File: config.mk
export PLATFORM = sky130hd
export DESIGN_NAME = lmpsd_decoder
export DESIGN_NICKNAME = d
export VERILOG_FILES = /design/src/logic/lmpsd_decoder.v /design/src/logic/lmpsd_addr_gen.v /design/src/logic/lmpsd_result_merge.v
export VERILOG_INCLUDE_DIRS = /design/src /design/src/include
export SDC_FILE = /design/constraint.sdc
export NUM_CORES = 1
export LEC_CHECK = 0
export ABC_CLOCK_PERIOD_IN_PS = 1200
export BUFFER_PORTS_ARGS = -buffer_cell sky130_fd_sc_hd__buf_2
export CORE_AREA = 4 4 380 382
export DETAILED_ROUTE_END_ITERATION = 10
export DIE_AREA = 0 0 384 386
export RECOVER_POWER = 25
export SETUP_SLACK_MARGIN = 0.3
export SYNTH_ARGS = -nofsm -noshare
export SYNTH_HDL_FRONTEND = slang
export SYNTH_HIERARCHICAL = 1
export SYNTH_SLANG_ARGS = --single-unit
File: constraint.sdc
create_clock -name i_clk_sys -period 1.2 [get_ports i_clk_sys]
set_input_delay 0.24 -clock i_clk_sys [delete_from_list [all_inputs] [get_ports i_clk_sys]]
set_output_delay 0.24 -clock i_clk_sys [all_outputs]
set_load 0.01 [all_outputs]
File: src/include/lmpsd_consts.vh
// Constants for the wide-mode prefix and size decoder.
`ifndef LMPSD_CONSTS_VH
`define LMPSD_CONSTS_VH
`define LMPSD_MODE_LEGACY   2'h0
`define LMPSD_MODE_COMPAT   2'h1
`define LMPSD_MODE_WIDE     2'h2
`define LMPSD_SZ_16         2'h0
`define LMPSD_SZ_32         2'h1
`define LMPSD_SZ_64         2'h2
`define LMPSD_SZ_8          2'h3
`define LMPSD_SEG_NONE      3'h0
`define LMPSD_SEG_A         3'h1
`define LMPSD_SEG_B         3'h2
`define LMPSD_SEG_LEGACY    3'h3
`define LMPSD_PFX_OPSZ      8'h66
`define LMPSD_PFX_ADSZ      8'h67
`define LMPSD_PFX_ES        8'h26
`define LMPSD_PFX_CS        8'h2E
`define LMPSD_PFX_SS        8'h36
`define LMPSD_PFX_DS        8'h3E
`define LMPSD_PFX_SEGA      8'h64
`define LMPSD_PFX_SEGB      8'h65
`define LMPSD_REXP_HI       4'h4
`define LMPSD_REXP_W_BIT    3
`define LMPSD_OP_PUSH_FLAGS      8'h9C
`define LMPSD_OP_POP_FLAGS       8'h9D
`define LMPSD_OP_ENTER      8'hC8
`define LMPSD_OP_LEAVE      8'hC9
`define LMPSD_OP_POPRM      8'h8F
`define LMPSD_OP_GRP5       8'hFF
`define LMPSD_OP_PUSHR_HI   5'h0A
`define LMPSD_OP_POPR_HI    5'h0B
`define LMPSD_OP_PUSHI32    8'h68
`define LMPSD_OP_PUSHI8     8'h6A
`define LMPSD_OP_ESC        8'h0F
`define LMPSD_OP2_PUSHSA    8'hA0
`define LMPSD_OP2_POPSA     8'hA1
`define LMPSD_OP2_PUSHSB    8'hA8
`define LMPSD_OP2_POPSB     8'hA9
`define LMPSD_OP_CALLN      8'hE8
`define LMPSD_OP_JMPN       8'hE9
`define LMPSD_OP_JMPS       8'hEB
`define LMPSD_OP_RETN       8'hC3
`define LMPSD_OP_RETNI      8'hC2
`define LMPSD_OP_MOVABS     8'hA0
`define LMPSD_OP_MOVRI_HI   5'h17
`define LMPSD_MODRM_POP     3'h0
`define LMPSD_MODRM_PUSH    3'h6
`define LMPSD_MODRM_CALLI   3'h2
`define LMPSD_MODRM_JMPI    3'h4
`define LMPSD_PA_BITS       52
`define LMPSD_MSR_ZERO      64'h0000_0000_0000_0000
`endif

File: src/logic/lmpsd_decoder.v
// Prefix and size decoder with address generation and address register reads.
// Notes on behaviour
// - Range registers keep and use the full 52-bit address; all 64 bits writable.
// - Addresses read from model registers use the whole value in every mode.
// - Legacy mode software reads and writes all supported upper register bits.
// - Extension prefix matters only for extended registers or 64-bit operands.
// - A meaningless extension prefix is ignored; instruction runs unchanged.
// - Wide mode near branches and stack users except far branches default 64-bit.
// - Wide mode data, extra, stack, code overrides are null and uncounted.
// - Wide mode upper-base overrides stay active and add the segment base.
// - Wide mode operands default 32; extension W gives 64; 66h gives 16.
// - Extension W wins over 66h.
// - Wide mode 32-bit register writes clear bits 63 to 32.
// - 8 and 16-bit register writes keep the upper bits.
// - Wide mode addresses default 64; 67h gives 32.
// - No 16-bit addresses in wide mode.
// - Compatibility and legacy address prefix acts as in the older architecture.
// - Displacements are 32-bit sign-extended, except wide move forms.
// - Addresses truncate to effective size and zero-extend to 64.
// - Wide mode pointer-relative address is next instruction address plus displacement.
// - Wide mode stack instructions never use 32 bits; 66h gives 16.
// - Flag push and pop 9C and 9D are 64-bit-default stack instructions.
// - Frame create C8 and delete C9 are 64-bit-default stack instructions.
// - 8F/0, FF/6, 50-57, 58-5F are 64-bit-default stack instructions.
// - Wide mode one-byte increment and decrement codes are extension prefixes.
`timescale 1ns/1ps
`default_nettype none
`include "lmpsd_consts.vh"
module lmpsd_decoder #(
	parameter PA_BITS = `LMPSD_PA_BITS
) (
	input  wire        i_clk_sys,
	input  wire        i_nrst,
	input  wire        i_valid,
	input  wire [1:0]  i_mode,
	input  wire        i_cs_default32,
	input  wire [7:0]  i_pfx0,
	input  wire [7:0]  i_pfx1,
	input  wire [7:0]  i_pfx2,
	input  wire [7:0]  i_pfx3,
	input  wire [2:0]  i_pfx_count,
	input  wire [7:0]  i_opcode,
	input  wire [7:0]  i_opcode2,
	input  wire [2:0]  i_modrm_reg,
	input  wire        i_uses_ext_reg,
	input  wire        i_ip_rel,
	input  wire        i_has_mem,
	input  wire [63:0] i_base,
	input  wire [63:0] i_index_scaled,
	input  wire [63:0] i_disp,
	input  wire [63:0] i_next_ip,
	input  wire [63:0] i_seg_a_base,
	input  wire [63:0] i_seg_b_base,
	input  wire [63:0] i_seg_legacy_base,
	input  wire [63:0] i_gr_old,
	input  wire [63:0] i_gr_result,
	input  wire        i_gr_wr,
	input  wire        i_gr_byte,
	input  wire        i_msr_wr,
	input  wire        i_msr_rd,
	input  wire [63:0] i_msr_wdata,
	output reg         o_valid,
	output reg  [1:0]  o_op_size,
	output reg  [1:0]  o_addr_size,
	output reg  [2:0]  o_seg_sel,
	output reg         o_stack_op,
	output reg         o_rexp_used,
	output reg  [3:0]  o_rexp_bits,
	output reg  [2:0]  o_pfx_count_eff,
	output reg  [63:0] o_eff_addr,
	output reg         o_gr_wr,
	output reg  [63:0] o_gr_value,
	output reg  [63:0] o_msr_rdata,
	output reg  [63:0] o_memory_type_range_regs_phys_addr
);
	wire        wide;
	wire [7:0]  pfx [0:3];
	wire [3:0]  is_null_seg;
	wire [3:0]  is_rexp;
	wire [3:0]  is_opsz;
	wire [3:0]  is_adsz;
	wire [3:0]  is_sega;
	wire [3:0]  is_segb;
	wire [3:0]  is_segl;
	reg  [3:0]  rexp_val;
	reg         rexp_seen;
	reg  [2:0]  null_cnt;
	reg         stack_op;
	reg         near_br;
	reg         wide_move;
	reg  [1:0]  op_size;
	reg  [1:0]  addr_size;
	reg  [2:0]  seg_sel;
	reg  [63:0] seg_base;
	reg  [63:0] msr_reg;
	reg  [1:0]  gr_size;
	wire [63:0] eff_addr;
	wire [63:0] merged;
	integer     k;

	assign wide   = (i_mode == `LMPSD_MODE_WIDE);
	assign pfx[0] = i_pfx0;
	assign pfx[1] = i_pfx1;
	assign pfx[2] = i_pfx2;
	assign pfx[3] = i_pfx3;

	genvar g;
	generate
		for (g = 0; g < 4; g = g + 1) begin : g_pfx
			wire present = (i_pfx_count > g);
			assign is_null_seg[g] = present && wide && ((pfx[g] == `LMPSD_PFX_ES) ||
			                        (pfx[g] == `LMPSD_PFX_CS) || (pfx[g] == `LMPSD_PFX_SS) ||
			                        (pfx[g] == `LMPSD_PFX_DS));
			assign is_rexp[g]     = present && wide && (pfx[g][7:4] == `LMPSD_REXP_HI);
			assign is_opsz[g]     = present && (pfx[g] == `LMPSD_PFX_OPSZ);
			assign is_adsz[g]     = present && (pfx[g] == `LMPSD_PFX_ADSZ);
			assign is_sega[g]     = present && (pfx[g] == `LMPSD_PFX_SEGA);
			assign is_segb[g]     = present && (pfx[g] == `LMPSD_PFX_SEGB);
			assign is_segl[g]     = present && !wide && ((pfx[g] == `LMPSD_PFX_ES) ||
			                        (pfx[g] == `LMPSD_PFX_CS) || (pfx[g] == `LMPSD_PFX_SS) ||
			                        (pfx[g] == `LMPSD_PFX_DS));
		end
	endgenerate

	// The extension prefix only counts when it is the last prefix; an earlier one is dropped.
	always @* begin
		rexp_val  = 4'h0;
		rexp_seen = 1'b0;
		null_cnt  = 3'h0;
		for (k = 0; k < 4; k = k + 1) begin
			if (is_null_seg[k]) begin
				null_cnt = null_cnt + 3'h1;
			end
			if (is_rexp[k]) begin
				rexp_seen = 1'b1;
				rexp_val  = pfx[k][3:0];
			end else if (i_pfx_count > k[2:0]) begin
				rexp_seen = 1'b0;
				rexp_val  = 4'h0;
			end
		end
	end

	// Stack-implicit and near-branch classification.
	always @* begin
		stack_op = 1'b0;
		near_br  = 1'b0;
		case (i_opcode)
			`LMPSD_OP_PUSH_FLAGS, `LMPSD_OP_POP_FLAGS: stack_op = 1'b1;
			`LMPSD_OP_ENTER, `LMPSD_OP_LEAVE: stack_op = 1'b1;
			`LMPSD_OP_POPRM: stack_op = (i_modrm_reg == `LMPSD_MODRM_POP);
			`LMPSD_OP_PUSHI32, `LMPSD_OP_PUSHI8: stack_op = 1'b1;
			`LMPSD_OP_GRP5: begin
				stack_op = (i_modrm_reg == `LMPSD_MODRM_PUSH);
				near_br  = (i_modrm_reg == `LMPSD_MODRM_CALLI) ||
				           (i_modrm_reg == `LMPSD_MODRM_JMPI);
			end
			`LMPSD_OP_ESC: stack_op = (i_opcode2 == `LMPSD_OP2_PUSHSA) ||
			                          (i_opcode2 == `LMPSD_OP2_POPSA) ||
			                          (i_opcode2 == `LMPSD_OP2_PUSHSB) ||
			                          (i_opcode2 == `LMPSD_OP2_POPSB);
			`LMPSD_OP_CALLN, `LMPSD_OP_JMPN, `LMPSD_OP_JMPS,
			`LMPSD_OP_RETN, `LMPSD_OP_RETNI: near_br = 1'b1;
			default: begin
				stack_op = (i_opcode[7:3] == `LMPSD_OP_PUSHR_HI) ||
				           (i_opcode[7:3] == `LMPSD_OP_POPR_HI);
				near_br  = (i_opcode[7:4] == 4'h7) || (i_opcode[7:2] == 6'h38) ||
				           (i_opcode2[7:4] == 4'h8 && i_opcode == `LMPSD_OP_ESC);
			end
		endcase
		if (i_opcode == `LMPSD_OP_ESC && i_opcode2[7:4] == 4'h8) begin
			near_br = 1'b1;
		end
	end

	// Operand size resolution.
	always @* begin
		if (wide) begin
			if ((stack_op || near_br) && !rexp_val[`LMPSD_REXP_W_BIT]) begin
				op_size = (|is_opsz) ? `LMPSD_SZ_16 : `LMPSD_SZ_64;
			end else if (rexp_seen && rexp_val[`LMPSD_REXP_W_BIT]) begin
				op_size = `LMPSD_SZ_64;
			end else if (|is_opsz) begin
				op_size = `LMPSD_SZ_16;
			end else begin
				op_size = `LMPSD_SZ_32;
			end
		end else begin
			op_size = ((|is_opsz) ^ i_cs_default32) ? `LMPSD_SZ_32 : `LMPSD_SZ_16;
		end
	end

	// Address size resolution; the wide mode has no 16-bit choice.
	always @* begin
		if (wide) begin
			addr_size = (|is_adsz) ? `LMPSD_SZ_32 : `LMPSD_SZ_64;
		end else begin
			addr_size = ((|is_adsz) ^ i_cs_default32) ? `LMPSD_SZ_32 : `LMPSD_SZ_16;
		end
	end

	// Segment selection; the last override wins.
	always @* begin
		seg_sel  = `LMPSD_SEG_NONE;
		seg_base = 64'h0000_0000_0000_0000;
		for (k = 0; k < 4; k = k + 1) begin
			if (is_sega[k]) begin
				seg_sel = `LMPSD_SEG_A;
			end else if (is_segb[k]) begin
				seg_sel = `LMPSD_SEG_B;
			end else if (is_segl[k]) begin
				seg_sel = `LMPSD_SEG_LEGACY;
			end
		end
		case (seg_sel)
			`LMPSD_SEG_A: seg_base = wide ? i_seg_a_base : {32'h0000_0000, i_seg_a_base[31:0]};
			`LMPSD_SEG_B: seg_base = wide ? i_seg_b_base : {32'h0000_0000, i_seg_b_base[31:0]};
			`LMPSD_SEG_LEGACY: seg_base = {32'h0000_0000, i_seg_legacy_base[31:0]};
			default: seg_base = 64'h0000_0000_0000_0000;
		endcase
		wide_move = wide && ((i_opcode[7:2] == 6'h28) ||
		            (i_opcode[7:3] == `LMPSD_OP_MOVRI_HI && rexp_val[`LMPSD_REXP_W_BIT]));
		gr_size = i_gr_byte ? `LMPSD_SZ_8 : op_size;
	end

	lmpsd_addr_gen u_addr_gen (
		.i_base         (i_base),
		.i_index_scaled (i_index_scaled),
		.i_seg_base     (seg_base),
		.i_next_ip      (i_next_ip),
		.i_disp         (i_disp),
		.i_disp_wide    (wide_move),
		.i_ip_rel       (i_ip_rel && wide),
		.i_seg_add      (i_has_mem && seg_sel != `LMPSD_SEG_NONE),
		.i_addr_size    (addr_size),
		.o_addr         (eff_addr)
	);

	lmpsd_result_merge u_merge (
		.i_old       (i_gr_old),
		.i_result    (i_gr_result),
		.i_size      (gr_size),
		.i_wide_mode (wide),
		.o_merged    (merged)
	);

	// Address-holding model register: every bit is writable in all modes.
	always @(posedge i_clk_sys or negedge i_nrst) begin
		if (!i_nrst) begin
			msr_reg <= `LMPSD_MSR_ZERO;
		end else if (i_msr_wr) begin
			msr_reg <= i_msr_wdata;
		end
	end

	always @(posedge i_clk_sys or negedge i_nrst) begin
		if (!i_nrst) begin
			o_valid          <= 1'b0;
			o_op_size        <= `LMPSD_SZ_32;
			o_addr_size      <= `LMPSD_SZ_64;
			o_seg_sel        <= `LMPSD_SEG_NONE;
			o_stack_op       <= 1'b0;
			o_rexp_used      <= 1'b0;
			o_rexp_bits      <= 4'h0;
			o_pfx_count_eff  <= 3'h0;
			o_eff_addr       <= 64'h0000_0000_0000_0000;
			o_gr_wr          <= 1'b0;
			o_gr_value       <= 64'h0000_0000_0000_0000;
			o_msr_rdata      <= 64'h0000_0000_0000_0000;
			o_memory_type_range_regs_phys_addr <= 64'h0000_0000_0000_0000;
		end else begin
			o_valid          <= i_valid;
			o_op_size        <= op_size;
			o_addr_size      <= addr_size;
			o_seg_sel        <= seg_sel;
			o_stack_op       <= stack_op && wide;
			// Prefix has effect only when it names an extended register or wide operand.
			o_rexp_used      <= rexp_seen && (i_uses_ext_reg || rexp_val[`LMPSD_REXP_W_BIT]);
			o_rexp_bits      <= rexp_seen ? rexp_val : 4'h0;
			o_pfx_count_eff  <= i_pfx_count - null_cnt;
			o_eff_addr       <= eff_addr;
			o_gr_wr          <= i_gr_wr;
			o_gr_value       <= merged;
			if (i_msr_rd) begin
				o_msr_rdata <= msr_reg;
			end
			o_memory_type_range_regs_phys_addr <= {{(64 - PA_BITS){1'b0}}, msr_reg[PA_BITS-1:0]};
		end
	end
endmodule
`default_nettype wire

File: src/logic/lmpsd_addr_gen.v
// Effective address adder with displacement sizing, truncation and zero extension.
`timescale 1ns/1ps
`default_nettype none
`include "lmpsd_consts.vh"
module lmpsd_addr_gen (
	input  wire [63:0] i_base,
	input  wire [63:0] i_index_scaled,
	input  wire [63:0] i_seg_base,
	input  wire [63:0] i_next_ip,
	input  wire [63:0] i_disp,
	input  wire        i_disp_wide,
	input  wire        i_ip_rel,
	input  wire        i_seg_add,
	input  wire [1:0]  i_addr_size,
	output wire [63:0] o_addr
);
	wire [63:0] disp_ext;
	wire [63:0] base_sel;
	wire [63:0] sum;
	wire [63:0] trunc;
	// Only the move forms may carry a full width displacement.
	assign disp_ext = i_disp_wide ? i_disp : {{32{i_disp[31]}}, i_disp[31:0]};
	assign base_sel = i_ip_rel ? i_next_ip : i_base;
	assign sum      = base_sel + (i_ip_rel ? 64'h0000_0000_0000_0000 : i_index_scaled) + disp_ext;
	assign trunc    = (i_addr_size == `LMPSD_SZ_64) ? sum :
	                  (i_addr_size == `LMPSD_SZ_32) ? {32'h0000_0000, sum[31:0]} :
	                  {48'h0000_0000_0000, sum[15:0]};
	// Segment base is added after truncation so the upper bases reach full width.
	assign o_addr   = trunc + (i_seg_add ? i_seg_base : 64'h0000_0000_0000_0000);
endmodule
`default_nettype wire

File: src/logic/lmpsd_result_merge.v
// Writes a sized result into a general register value.
`timescale 1ns/1ps
`default_nettype none
`include "lmpsd_consts.vh"
module lmpsd_result_merge (
	input  wire [63:0] i_old,
	input  wire [63:0] i_result,
	input  wire [1:0]  i_size,
	input  wire        i_wide_mode,
	output reg  [63:0] o_merged
);
	always @* begin
		case (i_size)
			`LMPSD_SZ_8:  o_merged = {i_old[63:8], i_result[7:0]};
			`LMPSD_SZ_16: o_merged = {i_old[63:16], i_result[15:0]};
			// Outside the wide mode the upper half is not architecturally visible.
			`LMPSD_SZ_32: o_merged = i_wide_mode ? {32'h0000_0000, i_result[31:0]}
			                                     : {i_old[63:32], i_result[31:0]};
			default:      o_merged = i_result;
		endcase
	end
endmodule
`default_nettype wire

### Yosys cells after proc, flatten, opt, wreduce, memory -nomap -nowiden

Cells that the tools add are included.

| word-level totals | value |
|---|---|
| register bits after elaboration | 326 |
| bits in latches | 0 |
| bits in writable memories | 0 |
| ROM bits | 0 |
| input port bits | 707 |
| output and inout bits | 274 |
| word-level logic and storage cells | 234 |
| memories | 0 |

| cells by class | value |
|---|---|
| add/sub/neg operators | 7 |
| $mul | 0 |
| divide/modulo/power cells | 0 |
| order comparisons | 7 |
| eq/ne operators | 72 |
| shift-type cells | 0 |
| muxes and demuxes | 55 |
| bitwise gates (word level) | 2 |
| reductions and logical operators | 77 |

Operators by type and width:

| operator | number |
|---|---|
| 64-bit two-way mux | 8 |
| 64-bit one-hot mux with 3 select lines | 2 |
| 64-bit adder | 3 |
| 8-bit by 7-bit == test with 1-bit output, second input constant | 18 |
| 8-bit by 6-bit == test with 1-bit output, second input constant | 16 |
| 8-bit == test, second input constant | 15 |
| 1-bit logical AND | 45 |
| 3-bit two-way mux | 12 |
| 32-bit two-way mux | 1 |
| 4-bit two-way mux | 8 |
| 1-bit logical OR | 22 |
| 4-bit by 3-bit == test with 1-bit output, second input constant | 5 |
| 2-bit two-way mux | 10 |
| 6-bit == test, second input constant | 2 |
| 3-bit by 2-bit > comparator with 1-bit output, second input constant | 4 |
| 1-bit two-way mux | 12 |
| 5-bit by 4-bit == test with 1-bit output, second input constant | 2 |
| 3-bit by 1-bit adder with 3-bit output, second input constant | 3 |
| 3-bit by 2-bit == test with 1-bit output, second input constant | 3 |
| 3-bit by 1-bit > comparator with 1-bit output, second input constant | 3 |
| 8-bit by 4-bit == test with 1-bit output, second input constant | 1 |
| 4-bit OR reduction | 2 |
| 8-bit OR reduction | 1 |
| 2-bit == test, second input constant | 3 |
| 15 further kinds | 19 |

### Depth between registers and ports, before layout

Gate-level depths: netlist of run 1.

| depth | value |
|---|---|
| depth in word-level cells | 21 |
| mapped depth | 41 |
| depth with buffers taken out | 36 |

### Hierarchy

Netlist of run 1, hierarchy kept.

Modules (own cells, without submodules):

| module | times used | cells an instance | area each (µm²) | seq. area each (µm²) |
|---|---|---|---|---|
| lmpsd_decoder | 1 | 856 | 12076.6 | 8135.3 |
| lmpsd_addr_gen | 1 | 1489 | 11091.9 | 0.0 |
| lmpsd_result_merge | 1 | 149 | 1318.8 | 0.0 |

### Least setup slack after synthesis of run 1

OpenSTA, ideal clock, no wires.

| timing | value |
|---|---|
| path kind | input-to-reg |
| from | input port i_pfx_count[2] |
| to | register o_eff_addr[63] |
| setup time | 0.123 ns |
| data arrival time | 7.134 ns |
| data required time | 1.077 ns |
| path slack | -6.057 ns |
| cell stages on the path | 38 |
| path buffers | 7 |
| cells stage by stage | clkbuf_2 > clkbuf_1 > o211ai_1 > mux2i_1 > a2bb2oi_1 > a2bb2oi_1 > inv_1 > a31oi_1 > nor4_1 > clkbuf_1 > nor2b_1 > clkbuf_1 > clkbuf_1 > a21oi_1 > fa_1 > inv_1 > ha_1 > clkbuf_1 > (+2 left out) > a22oi_2 > a21oi_2 > a2111oi_4 > o21bai_1 > xnor2_1 > nor2_1 > ha_1 > clkbuf_1 > and2_0 > nand3_1 > nor3_1 > a21oi_1 > nand3_1 > a31oi_2 > o31ai_1 > a21oi_1 > xnor2_1 > xnor2_1 |

| on the way | value |
|---|---|
| elaborated cells on any way between the ends | 76 |
| those cells by class | 2 x add/sub; 7 x order compare; 5 x eq/ne; 27 x mux; 1 x bitwise; 34 x reduce/logical |

RTL lines:

| element | RTL line | RTL |
|---|---|---|
| start: declaration | lmpsd_decoder.v:41 | `input wire [2:0] i_pfx_count,` |
| 3-bit by 1-bit > comparator with 1-bit output | lmpsd_decoder.v:110 | `wire present = (i_pfx_count > g);` |
| 1-bit logical AND (2 in a row) | lmpsd_decoder.v:114 | `` assign is_rexp[g] = present && wide && (pfx[g][7:4] == `LMPSD_REXP_HI); `` |
| 4-bit two-way mux | lmpsd_decoder.v:134 | `if (is_rexp[k]) begin` |
| 4-bit two-way mux | lmpsd_decoder.v:137 | `end else if (i_pfx_count > k[2:0]) begin` |
| 4-bit two-way mux | lmpsd_decoder.v:134 |  |
| 4-bit two-way mux | lmpsd_decoder.v:137 |  |
| 4-bit two-way mux | lmpsd_decoder.v:134 |  |
| 4-bit two-way mux | lmpsd_decoder.v:137 |  |
| (+2 left out) | -- |  |
| 1-bit logical OR (*) | lmpsd_decoder.v:221 | `wide_move = wide && ((i_opcode[7:2] == 6'h28) \|\|` |
| 1-bit logical AND (*) | lmpsd_decoder.v:221 |  |
| via wide_move | lmpsd_decoder.v:90 | `reg wide_move;` |
| 64-bit two-way mux (*) | lmpsd_addr_gen.v:22 | `assign disp_ext = i_disp_wide ? i_disp : {{32{i_disp[31]}}, i_disp[31:0]};` |
| 64-bit adder (*) | lmpsd_addr_gen.v:24 | `assign sum = base_sel + (i_ip_rel ? 64'h0000_0000_0000_0000 : i_index_scaled) + disp_ext;` |
| 64-bit two-way mux (*) | lmpsd_addr_gen.v:25 | `` assign trunc = (i_addr_size == `LMPSD_SZ_64) ? sum : `` |
| 64-bit adder (*) | lmpsd_addr_gen.v:29 | `assign o_addr = trunc + (i_seg_add ? i_seg_base : 64'h0000_0000_0000_0000);` |
| via eff_addr[63] | lmpsd_decoder.v:97 | `wire [63:0] eff_addr;` |
| end signal: assignment | lmpsd_decoder.v:281 | `o_eff_addr <= eff_addr;` |
| end: declaration | lmpsd_decoder.v:70 | `output reg [63:0] o_eff_addr,` |

The timed path passes the listed nets; every way through them passes the cells marked *.
A chain may end at the register's enable or synchronous reset.

### Worst setup path after layout of run 1

Ends and elaborated chain as after synthesis.

==> metrics.txt, run 1 <==
# TYPE chip_impl_metric gauge
chip_impl_info{name="run_status",value="complete, but fails checks"} 1
chip_impl_info{name="violations_in_the_final_reports",value="setup timing"} 1
chip_impl_metric{name="drt_first_iter_violations",unit=""} 1125
chip_impl_metric{name="synth-adder-area-share",unit=""} 0.122
chip_impl_metric{name="worst-endpoint-required",unit="ps"} 1720
chip_impl_metric{name="clock-skew-final",unit="ps"} 19.4
chip_impl_metric{name="synth_enable_flop_cells",unit=""} 0
chip_impl_info{name="synth_top_family_by_area",value="compound AO/OA/AOI/OAI gates"} 1
chip_impl_metric{name="finalWirelength",unit="mm"} 147
chip_impl_info{name="hold_path_class",value="in2reg"} 1
chip_impl_metric{name="syn_area",unit="sq mm"} 0.0245
chip_impl_metric{name="pwr-share-comb",unit=""} 0.510
chip_impl_metric{name="crit_path_max_incr_delay",unit="ps"} 550
chip_impl_metric{name="post-synth-top-area-fraction",unit=""} 0.330
chip_impl_metric{name="critical_path_peak_fanout",unit=""} 7
chip_impl_metric{name="core_area",unit="sq mm"} 0.141
chip_impl_metric{name="synthSimpleGateAreaFrac",unit=""} 0.150
chip_impl_metric{name="post-route-worst-setup-slack",unit="ps"} -5110
chip_impl_metric{name="post_route_cells_drive_above_1_share",unit=""} 0.572
chip_impl_metric{name="hpwl",unit="mm"} 123
chip_impl_metric{name="floorplan.die_area",unit="sq mm"} 0.148
chip_impl_metric{name="power.internal",unit="uW"} 32800
chip_impl_metric{name="power.density_cell_area",unit="mW/mm^2"} 1190
chip_impl_metric{name="synth_seq_area_share",unit=""} 0.332
chip_impl_metric{name="seq_pwr_share",unit=""} 0.252
chip_impl_metric{name="worst_slew_margin_rel",unit=""} 0.398
chip_impl_info{name="cp-end-kind",value="register"} 1
chip_impl_info{name="netlist.top_cell.by_area",value="dfrtp_1"} 1
chip_impl_metric{name="synth.area.mux_share",unit=""} 0.103
chip_impl_metric{name="power.switching_fraction",unit=""} 0.378
chip_impl_metric{name="cts-buffers-inserted",unit=""} 38
chip_impl_metric{name="wire_length_of_the_first_global_routing_pass",unit="mm"} 201
chip_impl_metric{name="final_area",unit="sq mm"} 0.0442
chip_impl_metric{name="timing.critical_path.buf_inv",unit=""} 7
chip_impl_info{name="critPathSlowestCell",value="fa_1"} 1
chip_impl_metric{name="share_clk_of_total_power",unit=""} 0.238
chip_impl_metric{name="layout.core_utilization",unit=""} 0.314
chip_impl_metric{name="post_drt_wl_per_cell",unit="um"} 23.6
chip_impl_metric{name="grt_remaining_overflow",unit=""} 0
chip_impl_metric{name="postSynthRegisterBits",unit=""} 325
chip_impl_metric{name="clkSinkCount",unit=""} 325
chip_impl_info{name="cts_tree",value="built"} 1
chip_impl_info{name="synth_top_cells_by_area",value="dfrtp_1 (33%), mux2_2 (8.4%), ha_1 (6.8%)"} 1
chip_impl_metric{name="die_width",unit="um"} 384
chip_impl_metric{name="clk_path_buf_depth",unit=""} 3
chip_impl_metric{name="grt_antenna_before_repair",unit=""} 66
chip_impl_metric{name="warnings_from_yosys",unit=""} 6
chip_impl_metric{name="synthDistinctLibCells",unit=""} 106
chip_impl_info{name="grt_setup_unrepaired",value="true"} 1
chip_impl_metric{name="timing.final.setup_violations",unit=""} 681
chip_impl_metric{name="critical_path_arrival",unit="ps"} 6830
chip_impl_metric{name="initial_utilization",unit=""} 0.174
chip_impl_metric{name="nNetsFinal",unit=""} 5177
chip_impl_info{name="post_synth_top_cells",value="dfrtp_1 (323), mux2_2 (183), a21oi_1 (182)"} 1
chip_impl_metric{name="maximum_number_of_pins_on_one_net_before_global_route_repair",unit=""} 50
chip_impl_metric{name="total_switching_power",unit="uW"} 19900
chip_impl_metric{name="seqCellArea",unit="sq mm"} 0.00814
chip_impl_metric{name="vdd_drop_max",unit="mV"} 1.15
chip_impl_info{name="critical_path.startpoint_type",value="primary input"} 1
chip_impl_metric{name="drt-vias-per-instance",unit=""} 4.29
chip_impl_metric{name="design_power_total",unit="uW"} 52600
chip_impl_metric{name="placedInstanceArea",unit="sq mm"} 0.0375
chip_impl_metric{name="io_buffers",unit=""} 925
chip_impl_info{name="synth_top_flop_cell",value="dfrtp_1"} 1
chip_impl_metric{name="place_worst_setup_slack",unit="ps"} -6240
chip_impl_metric{name="layout.filler_cells",unit=""} 14500
chip_impl_metric{name="die_h",unit="um"} 386
chip_impl_metric{name="post_synth_xor_area_fraction",unit=""} 0.0476
chip_impl_metric{name="grtUsageTotal",unit=""} 0.188
chip_impl_metric{name="area_growth",unit="%"} 80.7
chip_impl_metric{name="io-pin-count",unit=""} 981
chip_impl_metric{name="p_leak",unit="uW"} 0.0215
chip_impl_metric{name="cells_after_synth",unit=""} 2494
chip_impl_metric{name="synth-compound-area-share",unit=""} 0.195
chip_impl_metric{name="synthArstFlopShare",unit=""} 1.00
chip_impl_metric{name="tightestPinTransition",unit="ps"} 903
chip_impl_metric{name="multi_input_gate_area_in_the_final_layout",unit="sq mm"} 0.0185
chip_impl_metric{name="final-hold-violation-count",unit=""} 0
chip_impl_metric{name="vias_in_the_first_global_route",unit=""} 28400
chip_impl_metric{name="ff2ff_setup_slack",unit="ps"} 320
chip_impl_info{name="yosys.cell_count.top_type",value="dfrtp_1"} 1
chip_impl_metric{name="clkTransAtPathRegs",unit="ps"} 60
chip_impl_info{name="cts_root_buffer",value="clkbuf_16"} 1
chip_impl_metric{name="count_of_tritonroute_iterations_in_the_first_routing_pass",unit=""} 5
chip_impl_metric{name="worstSkewPairLatency",unit="ps"} 590
chip_impl_metric{name="place.gp.congestion",unit=""} 0.921
chip_impl_metric{name="synth.avg_cell_area",unit="sq um"} 9.82
chip_impl_info{name="worstSetupPathType",value="in2reg"} 1
chip_impl_metric{name="num_rows",unit=""} 138
chip_impl_metric{name="antenna_left",unit=""} 0
chip_impl_info{name="crit_family",value="compound AO/OA/AOI/OAI gates"} 1
chip_impl_metric{name="h_tree_depth",unit=""} 2
chip_impl_info{name="worst_path_most_repeated_cell",value="a21o_1"} 1
chip_impl_metric{name="drv_slew",unit=""} 0
chip_impl_metric{name="period_share",unit=""} 5.26
chip_impl_metric{name="max_cap_viol_count",unit=""} 0
chip_impl_metric{name="layout_min_cycle_time",unit="ps"} 6310
chip_impl_metric{name="routed-via-count",unit=""} 26700
chip_impl_metric{name="maxClockFrequency",unit="MHz"} 159
chip_impl_metric{name="drc_errors",unit=""} 0
## logic make-up after synthesis
family          count (synthesis)
compound gates                658
fa+ha+maj                     200
xor+xnor                      131
flops                         325
buf+inv                       266
simple gates                  690
other cells                     1
mux                           223
## power by group through the flow
stage / Clock (uW) / Combinational [uW] / Sequential [uW]
2_1_floorplan: 0 / 10600 / 13900
3_3_place_gp: 0 / 22800 / 13400
3_5_place_dp: 0 / 22800 / 13500
4_1_cts: 13100 / 25800 / 13300
5_1_grt: 13400 / 28900 / 13400
6_report: 12500 / 26800 / 13300
## per-layer routing
layer | GRT usage | part of all wire
met5 | 0 | 0.0014
met4 | 0.0541 | 0.034
met3 | 0.0489 | 0.071
met2 | 0.334 | 0.49
met1 | 0.223 | 0.40
## cell usage in the layout, fill, tap and decap left out, types with 64 or more instances in the layout
master and instances:
a21o_1 97, a21oi_1 103, a21oi_2 67, and2_1 64, buf_2 911, buf_4 663, buf_6 114, dfrtp_1 323
dlygate4sd3_1 154, ha_1 97, inv_1 77, mux2_4 151, nand2_1 118, nand2b_1 76, nor2_1 128
## worst paths after layout
check,endpoint,startpoint,depth (start not counted)
max,o_eff_addr[63]$_DFF_PN0_,i_pfx_count[2],38
min,o_gr_value[53]$_DFF_PN0_,i_gr_result[53],2
min in group asynchronous,msr_reg[56]$_DFFE_PN0P_,i_nrst,2
min reg2reg,o_memory_type_range_regs_phys_addr[28]$_DFF_PN0_,msr_reg[28]$_DFFE_PN0P_,0
max reg2reg,msr_reg[42]$_DFFE_PN0P_,msr_reg[42]$_DFFE_PN0P_,1
max in group asynchronous,o_eff_addr[44]$_DFF_PN0_,i_nrst,4
## area by class of cell
type / count / area share
Tap cell: 1890 / 0.0535
Clock inverter: 24 / 0.00755
Clock buffer: 46 / 0.0226
Multi-Input combinational cell: 1916 / 0.418
Inverter: 91 / 0.00846
Sequential cell: 325 / 0.184
Timing Repair Buffer: 1898 / 0.305
Antenna cell: 23 / 0.00130
## per-stage QoR
stage	hold WS [ps]	instances	TNS (ps)
2_1_floorplan	-55.6	2506	-368010
3_3_place_gp	78.7	5827	-477020
3_5_place_dp	71.6	5827	-479160
4_1_cts	1.31	6143	-409670
5_1_grt	7.33	6201	-494940
6_report	39.8	6213	-430380
## timing repair
item,CTS,global route
gates resized for setup,369,182
pin swaps,222,145
hold endpoints to repair,451,0
gates cloned,4,2
setup buffers,88,45
hold buffers,154,0
setup endpoints to repair,396,396
No activity file was read; power rests on OpenSTA's default activity.
==> run 2: changes to the inputs <==
--- a/config.mk
+++ b/config.mk
@@ -8,12 +8,11 @@
 export LEC_CHECK = 0
 export ABC_CLOCK_PERIOD_IN_PS = 1200
 export BUFFER_PORTS_ARGS = -buffer_cell sky130_fd_sc_hd__buf_2
-export CORE_AREA = 4 4 380 382
+export CORE_AREA = 4 4 383 385
 export DETAILED_ROUTE_END_ITERATION = 10
-export DIE_AREA = 0 0 384 386
+export DIE_AREA = 0 0 387 389
 export RECOVER_POWER = 25
 export SETUP_SLACK_MARGIN = 0.3
 export SYNTH_ARGS = -nofsm -noshare
 export SYNTH_HDL_FRONTEND = slang
-export SYNTH_HIERARCHICAL = 1
 export SYNTH_SLANG_ARGS = --single-unit
==> metrics.txt, run 2 <==
# TYPE chip_impl_metric gauge
chip_impl_info{name="run_status",value="complete, but fails checks"} 1
chip_impl_info{name="violations_in_the_final_reports",value="setup timing"} 1
chip_impl_metric{name="antenna_left",unit=""} 0
chip_impl_metric{name="drc_errors",unit=""} 0
chip_impl_metric{name="drt_first_iter_violations",unit=""} 1058
chip_impl_info{name="netlist.top_cell.by_area",value="dfrtp_1"} 1
chip_impl_metric{name="count_of_tritonroute_iterations_in_the_first_routing_pass",unit=""} 7
chip_impl_metric{name="syn_area",unit="sq mm"} 0.0221
chip_impl_metric{name="timing.final.setup_violations",unit=""} 693
chip_impl_metric{name="critical_path_peak_fanout",unit=""} 14
chip_impl_metric{name="core_area",unit="sq mm"} 0.143
chip_impl_metric{name="io_buffers",unit=""} 925
chip_impl_metric{name="power.switching_fraction",unit=""} 0.361
chip_impl_metric{name="layout_min_cycle_time",unit="ps"} 6500
chip_impl_metric{name="seq_pwr_share",unit=""} 0.276
chip_impl_metric{name="crit_path_max_incr_delay",unit="ps"} 480
chip_impl_info{name="post_synth_top_cells",value="dfrtp_1 (323), nor2_1 (193), mux2_2 (174)"} 1
chip_impl_metric{name="grt_remaining_overflow",unit=""} 0
chip_impl_metric{name="reg2regPathDepth",unit=""} 1
chip_impl_metric{name="max_cap_viol_count",unit=""} 0
chip_impl_metric{name="pwr-share-comb",unit=""} 0.466
chip_impl_metric{name="share_clk_of_total_power",unit=""} 0.258
chip_impl_metric{name="floorplan.die_area",unit="sq mm"} 0.151
chip_impl_metric{name="clkSinkCount",unit=""} 325
chip_impl_metric{name="post_drt_wl_per_cell",unit="um"} 20.8
chip_impl_metric{name="synth.avg_cell_area",unit="sq um"} 10.0
chip_impl_metric{name="clk_path_buf_depth",unit=""} 3
chip_impl_metric{name="finalWirelength",unit="mm"} 122
chip_impl_metric{name="maximum_number_of_pins_on_one_net_before_global_route_repair",unit=""} 47
chip_impl_metric{name="wire_length_of_the_first_global_routing_pass",unit="mm"} 175
chip_impl_metric{name="grt_antenna_before_repair",unit=""} 23
chip_impl_metric{name="routed-via-count",unit=""} 24100
chip_impl_info{name="critical_path.startpoint_type",value="primary input"} 1
chip_impl_metric{name="drv_slew",unit=""} 0
chip_impl_info{name="most_common_cell_after_layout_fill_and_taps_aside",value="buf_2"} 1
chip_impl_metric{name="post-route-worst-setup-slack",unit="ps"} -5300
chip_impl_info{name="worst_path_most_repeated_cell",value="buf_4"} 1
chip_impl_metric{name="layout.filler_cells",unit=""} 14900
chip_impl_metric{name="final_area",unit="sq mm"} 0.0397
chip_impl_metric{name="worstSkewPairLatency",unit="ps"} 580
chip_impl_metric{name="vdd_drop_max",unit="mV"} 1.22
chip_impl_metric{name="synthDistinctLibCells",unit=""} 99
chip_impl_info{name="hold_path_class",value="in2reg"} 1
chip_impl_metric{name="post-synth-top-area-fraction",unit=""} 0.365
chip_impl_metric{name="worst_slew_margin_rel",unit=""} 0.331
chip_impl_metric{name="num_rows",unit=""} 139
chip_impl_metric{name="power.density_cell_area",unit="mW/mm^2"} 1220
chip_impl_metric{name="area_growth",unit="%"} 79.5
chip_impl_metric{name="die_h",unit="um"} 389
chip_impl_metric{name="multi_input_gate_area_in_the_final_layout",unit="sq mm"} 0.0151
chip_impl_metric{name="final-hold-violation-count",unit=""} 0
chip_impl_metric{name="tightestPinTransition",unit="ps"} 1000
chip_impl_metric{name="placedInstanceArea",unit="sq mm"} 0.0345
chip_impl_metric{name="period_share",unit=""} 5.41
chip_impl_info{name="critPathSlowestCell",value="fa_1"} 1
chip_impl_metric{name="nNetsFinal",unit=""} 4847
chip_impl_metric{name="power.internal",unit="uW"} 31000
chip_impl_info{name="yosys.cell_count.top_type",value="dfrtp_1"} 1
chip_impl_info{name="worstSetupPathType",value="in2reg"} 1
chip_impl_metric{name="maxClockFrequency",unit="MHz"} 154
chip_impl_metric{name="p_leak",unit="uW"} 0.0198
chip_impl_metric{name="initial_utilization",unit=""} 0.155
chip_impl_metric{name="h_tree_depth",unit=""} 2
chip_impl_metric{name="cts-buffers-inserted",unit=""} 39
chip_impl_info{name="synth_top_flop_cell",value="dfrtp_1"} 1
chip_impl_metric{name="postSynthRegisterBits",unit=""} 325
chip_impl_metric{name="drt-vias-per-instance",unit=""} 4.10
chip_impl_info{name="cts_tree",value="built"} 1
chip_impl_metric{name="timing.hold.worst_path_depth",unit=""} 4
chip_impl_metric{name="clock-skew-final",unit="ps"} 20.0
chip_impl_metric{name="vias_in_the_first_global_route",unit=""} 26200
chip_impl_metric{name="post_route_cells_drive_above_1_share",unit=""} 0.529
chip_impl_metric{name="grtUsageTotal",unit=""} 0.155
chip_impl_metric{name="totalNegativeSetupSlack",unit="ps"} -430390
chip_impl_metric{name="synth_enable_flop_cells",unit=""} 0
chip_impl_metric{name="synth_seq_area_share",unit=""} 0.368
chip_impl_info{name="synth_top_cells_by_area",value="dfrtp_1 (37%), mux2_2 (8.9%), ha_1 (7.3%)"} 1
chip_impl_info{name="final_cell_mix",value="buf_2 (894), buf_4 (619), dfrtp_1 (321), dlygate4sd3_1 (188), nor2_1 (182)"} 1
chip_impl_metric{name="io-pin-count",unit=""} 981
chip_impl_metric{name="warnings_from_yosys",unit=""} 0
chip_impl_metric{name="seqCellArea",unit="sq mm"} 0.00814
chip_impl_metric{name="layout.core_utilization",unit=""} 0.278
chip_impl_metric{name="cells_after_synth",unit=""} 2205
chip_impl_metric{name="hpwl",unit="mm"} 102
chip_impl_metric{name="critical_path_arrival",unit="ps"} 6960
chip_impl_metric{name="die_width",unit="um"} 387
chip_impl_metric{name="place.gp.congestion",unit=""} 0.939
chip_impl_metric{name="worst-endpoint-required",unit="ps"} 1670
chip_impl_metric{name="synthArstFlopShare",unit=""} 1.00
chip_impl_info{name="cp-end-kind",value="register"} 1
chip_impl_info{name="cts_root_buffer",value="clkbuf_16"} 1
chip_impl_metric{name="clkTransAtPathRegs",unit="ps"} 70
chip_impl_metric{name="total_switching_power",unit="uW"} 17500
chip_impl_info{name="grt_setup_unrepaired",value="true"} 1
run 2: changes by cell type after synthesis, moves of 29 or more:
cell | before | now
a21boi_0 | 39 | 6
nand2b_1 | 78 | 14
nor2_1 | 155 | 193
nor2b_1 | 57 | 12
a222oi_1 | 0 | 33
o221a_2 | 30 | 1
a22o_1 | 0 | 34
and2_1 | 77 | 45
a32oi_1 | 51 | 0
run 2: metrics by stage:
| stage | hold slack, ps | instances | worst slack (ps) | total power [uW] |
|---|---|---|---|---|
| after floorplan | -55.6 | 2217 | -5200 | 23100 |
| after global placement | 72.9 | 5548 | -6250 | 34000 |
| after detailed placement | 72.3 | 5548 | -6240 | 34100 |
| after CTS | 26.8 | 5866 | -5230 | 48500 |
| after global routing | 121 | 5880 | -5490 | 51400 |
| final | 151 | 5886 | -5300 | 48500 |
run 2: final timing paths:
path / slack [ps] / to / start
worst min register to register: 400 / o_memory_type_range_regs_phys_addr[41]$_DFF_PN0_ / msr_reg[41]$_DFFE_PN0P_
worst min-delay path: 150 / o_addr_size[0]$_DFF_PN0_ / i_cs_default32
worst max-delay path: -5300 / o_eff_addr[60]$_DFF_PN0_ / i_mode[1]
min in group asynchronous: 450 / o_memory_type_range_regs_phys_addr[19]$_DFF_PN0_ / i_nrst
max in group asynchronous: -260 / o_msr_rdata[36]$_DFFE_PN0P_ / i_nrst
worst max register to register: 300 / o_msr_rdata[47]$_DFFE_PN0P_ / msr_reg[47]$_DFFE_PN0P_
run 2: logic make-up (layout without fill, tap and decap cells):
kind of cell	Yosys count	in the layout	synth area share
simple gates	550	550	0.121
fa+ha+maj	195	195	0.133
flops	325	325	0.368
xor+xnor	119	119	0.0477
mux	223	223	0.111
other cells	1	21	0.000169
buf+inv	220	1977	0.0404
compound gates	572	573	0.180
run 2: area by class of cell:
class	instances	area share
Timing Repair Buffer	1795	0.312
Antenna cell	8	0.000504
Sequential cell	325	0.205
Multi-Input combinational cell	1673	0.379
Inverter	111	0.0105
Tap cell	1903	0.0599
Clock inverter	22	0.00709
Clock buffer	49	0.0263
run 2: layer usage:
layer	global-route usage	wire (um)	part of all wire
met1	0.187	50200	0.41
met2	0.282	61800	0.50
met3	0.0266	6720	0.055
met4	0.0441	3610	0.030
met5	0	62	0.00051
run 2: critical path: cells and delay by family:
| family | cells | cell delay [ps] |
|---|---|---|
| compound gates | 12 | 2810 |
| xor+xnor | 1 | 120 |
| fa+ha+maj | 3 | 1130 |
| buf+inv | 8 | 970 |
| mux | 1 | 350 |
| simple gates | 8 | 1330 |
run 2: power groups by stage:
| stage | clock [uW] | sequential [uW] | combinational [uW] |
|---|---|---|---|
| after CTS | 13000 | 13400 | 22100 |
| after global placement | 0 | 13500 | 20500 |
| after detailed placement | 0 | 13500 | 20600 |
| after floorplan | 0 | 14000 | 9190 |
| final | 12500 | 13400 | 22600 |
| after global routing | 13400 | 13500 | 24500 |
run 2: what timing repair did:
action / 4_1_cts / 5_1_grt
hold buffers: 188 / 0
pin swaps: 101 / 108
hold endpoints to repair: 456 / 0
setup endpoints to repair: 396 / 395
cloned: 5 / 0
buffers inserted: 54 / 12
resized for setup: 195 / 119
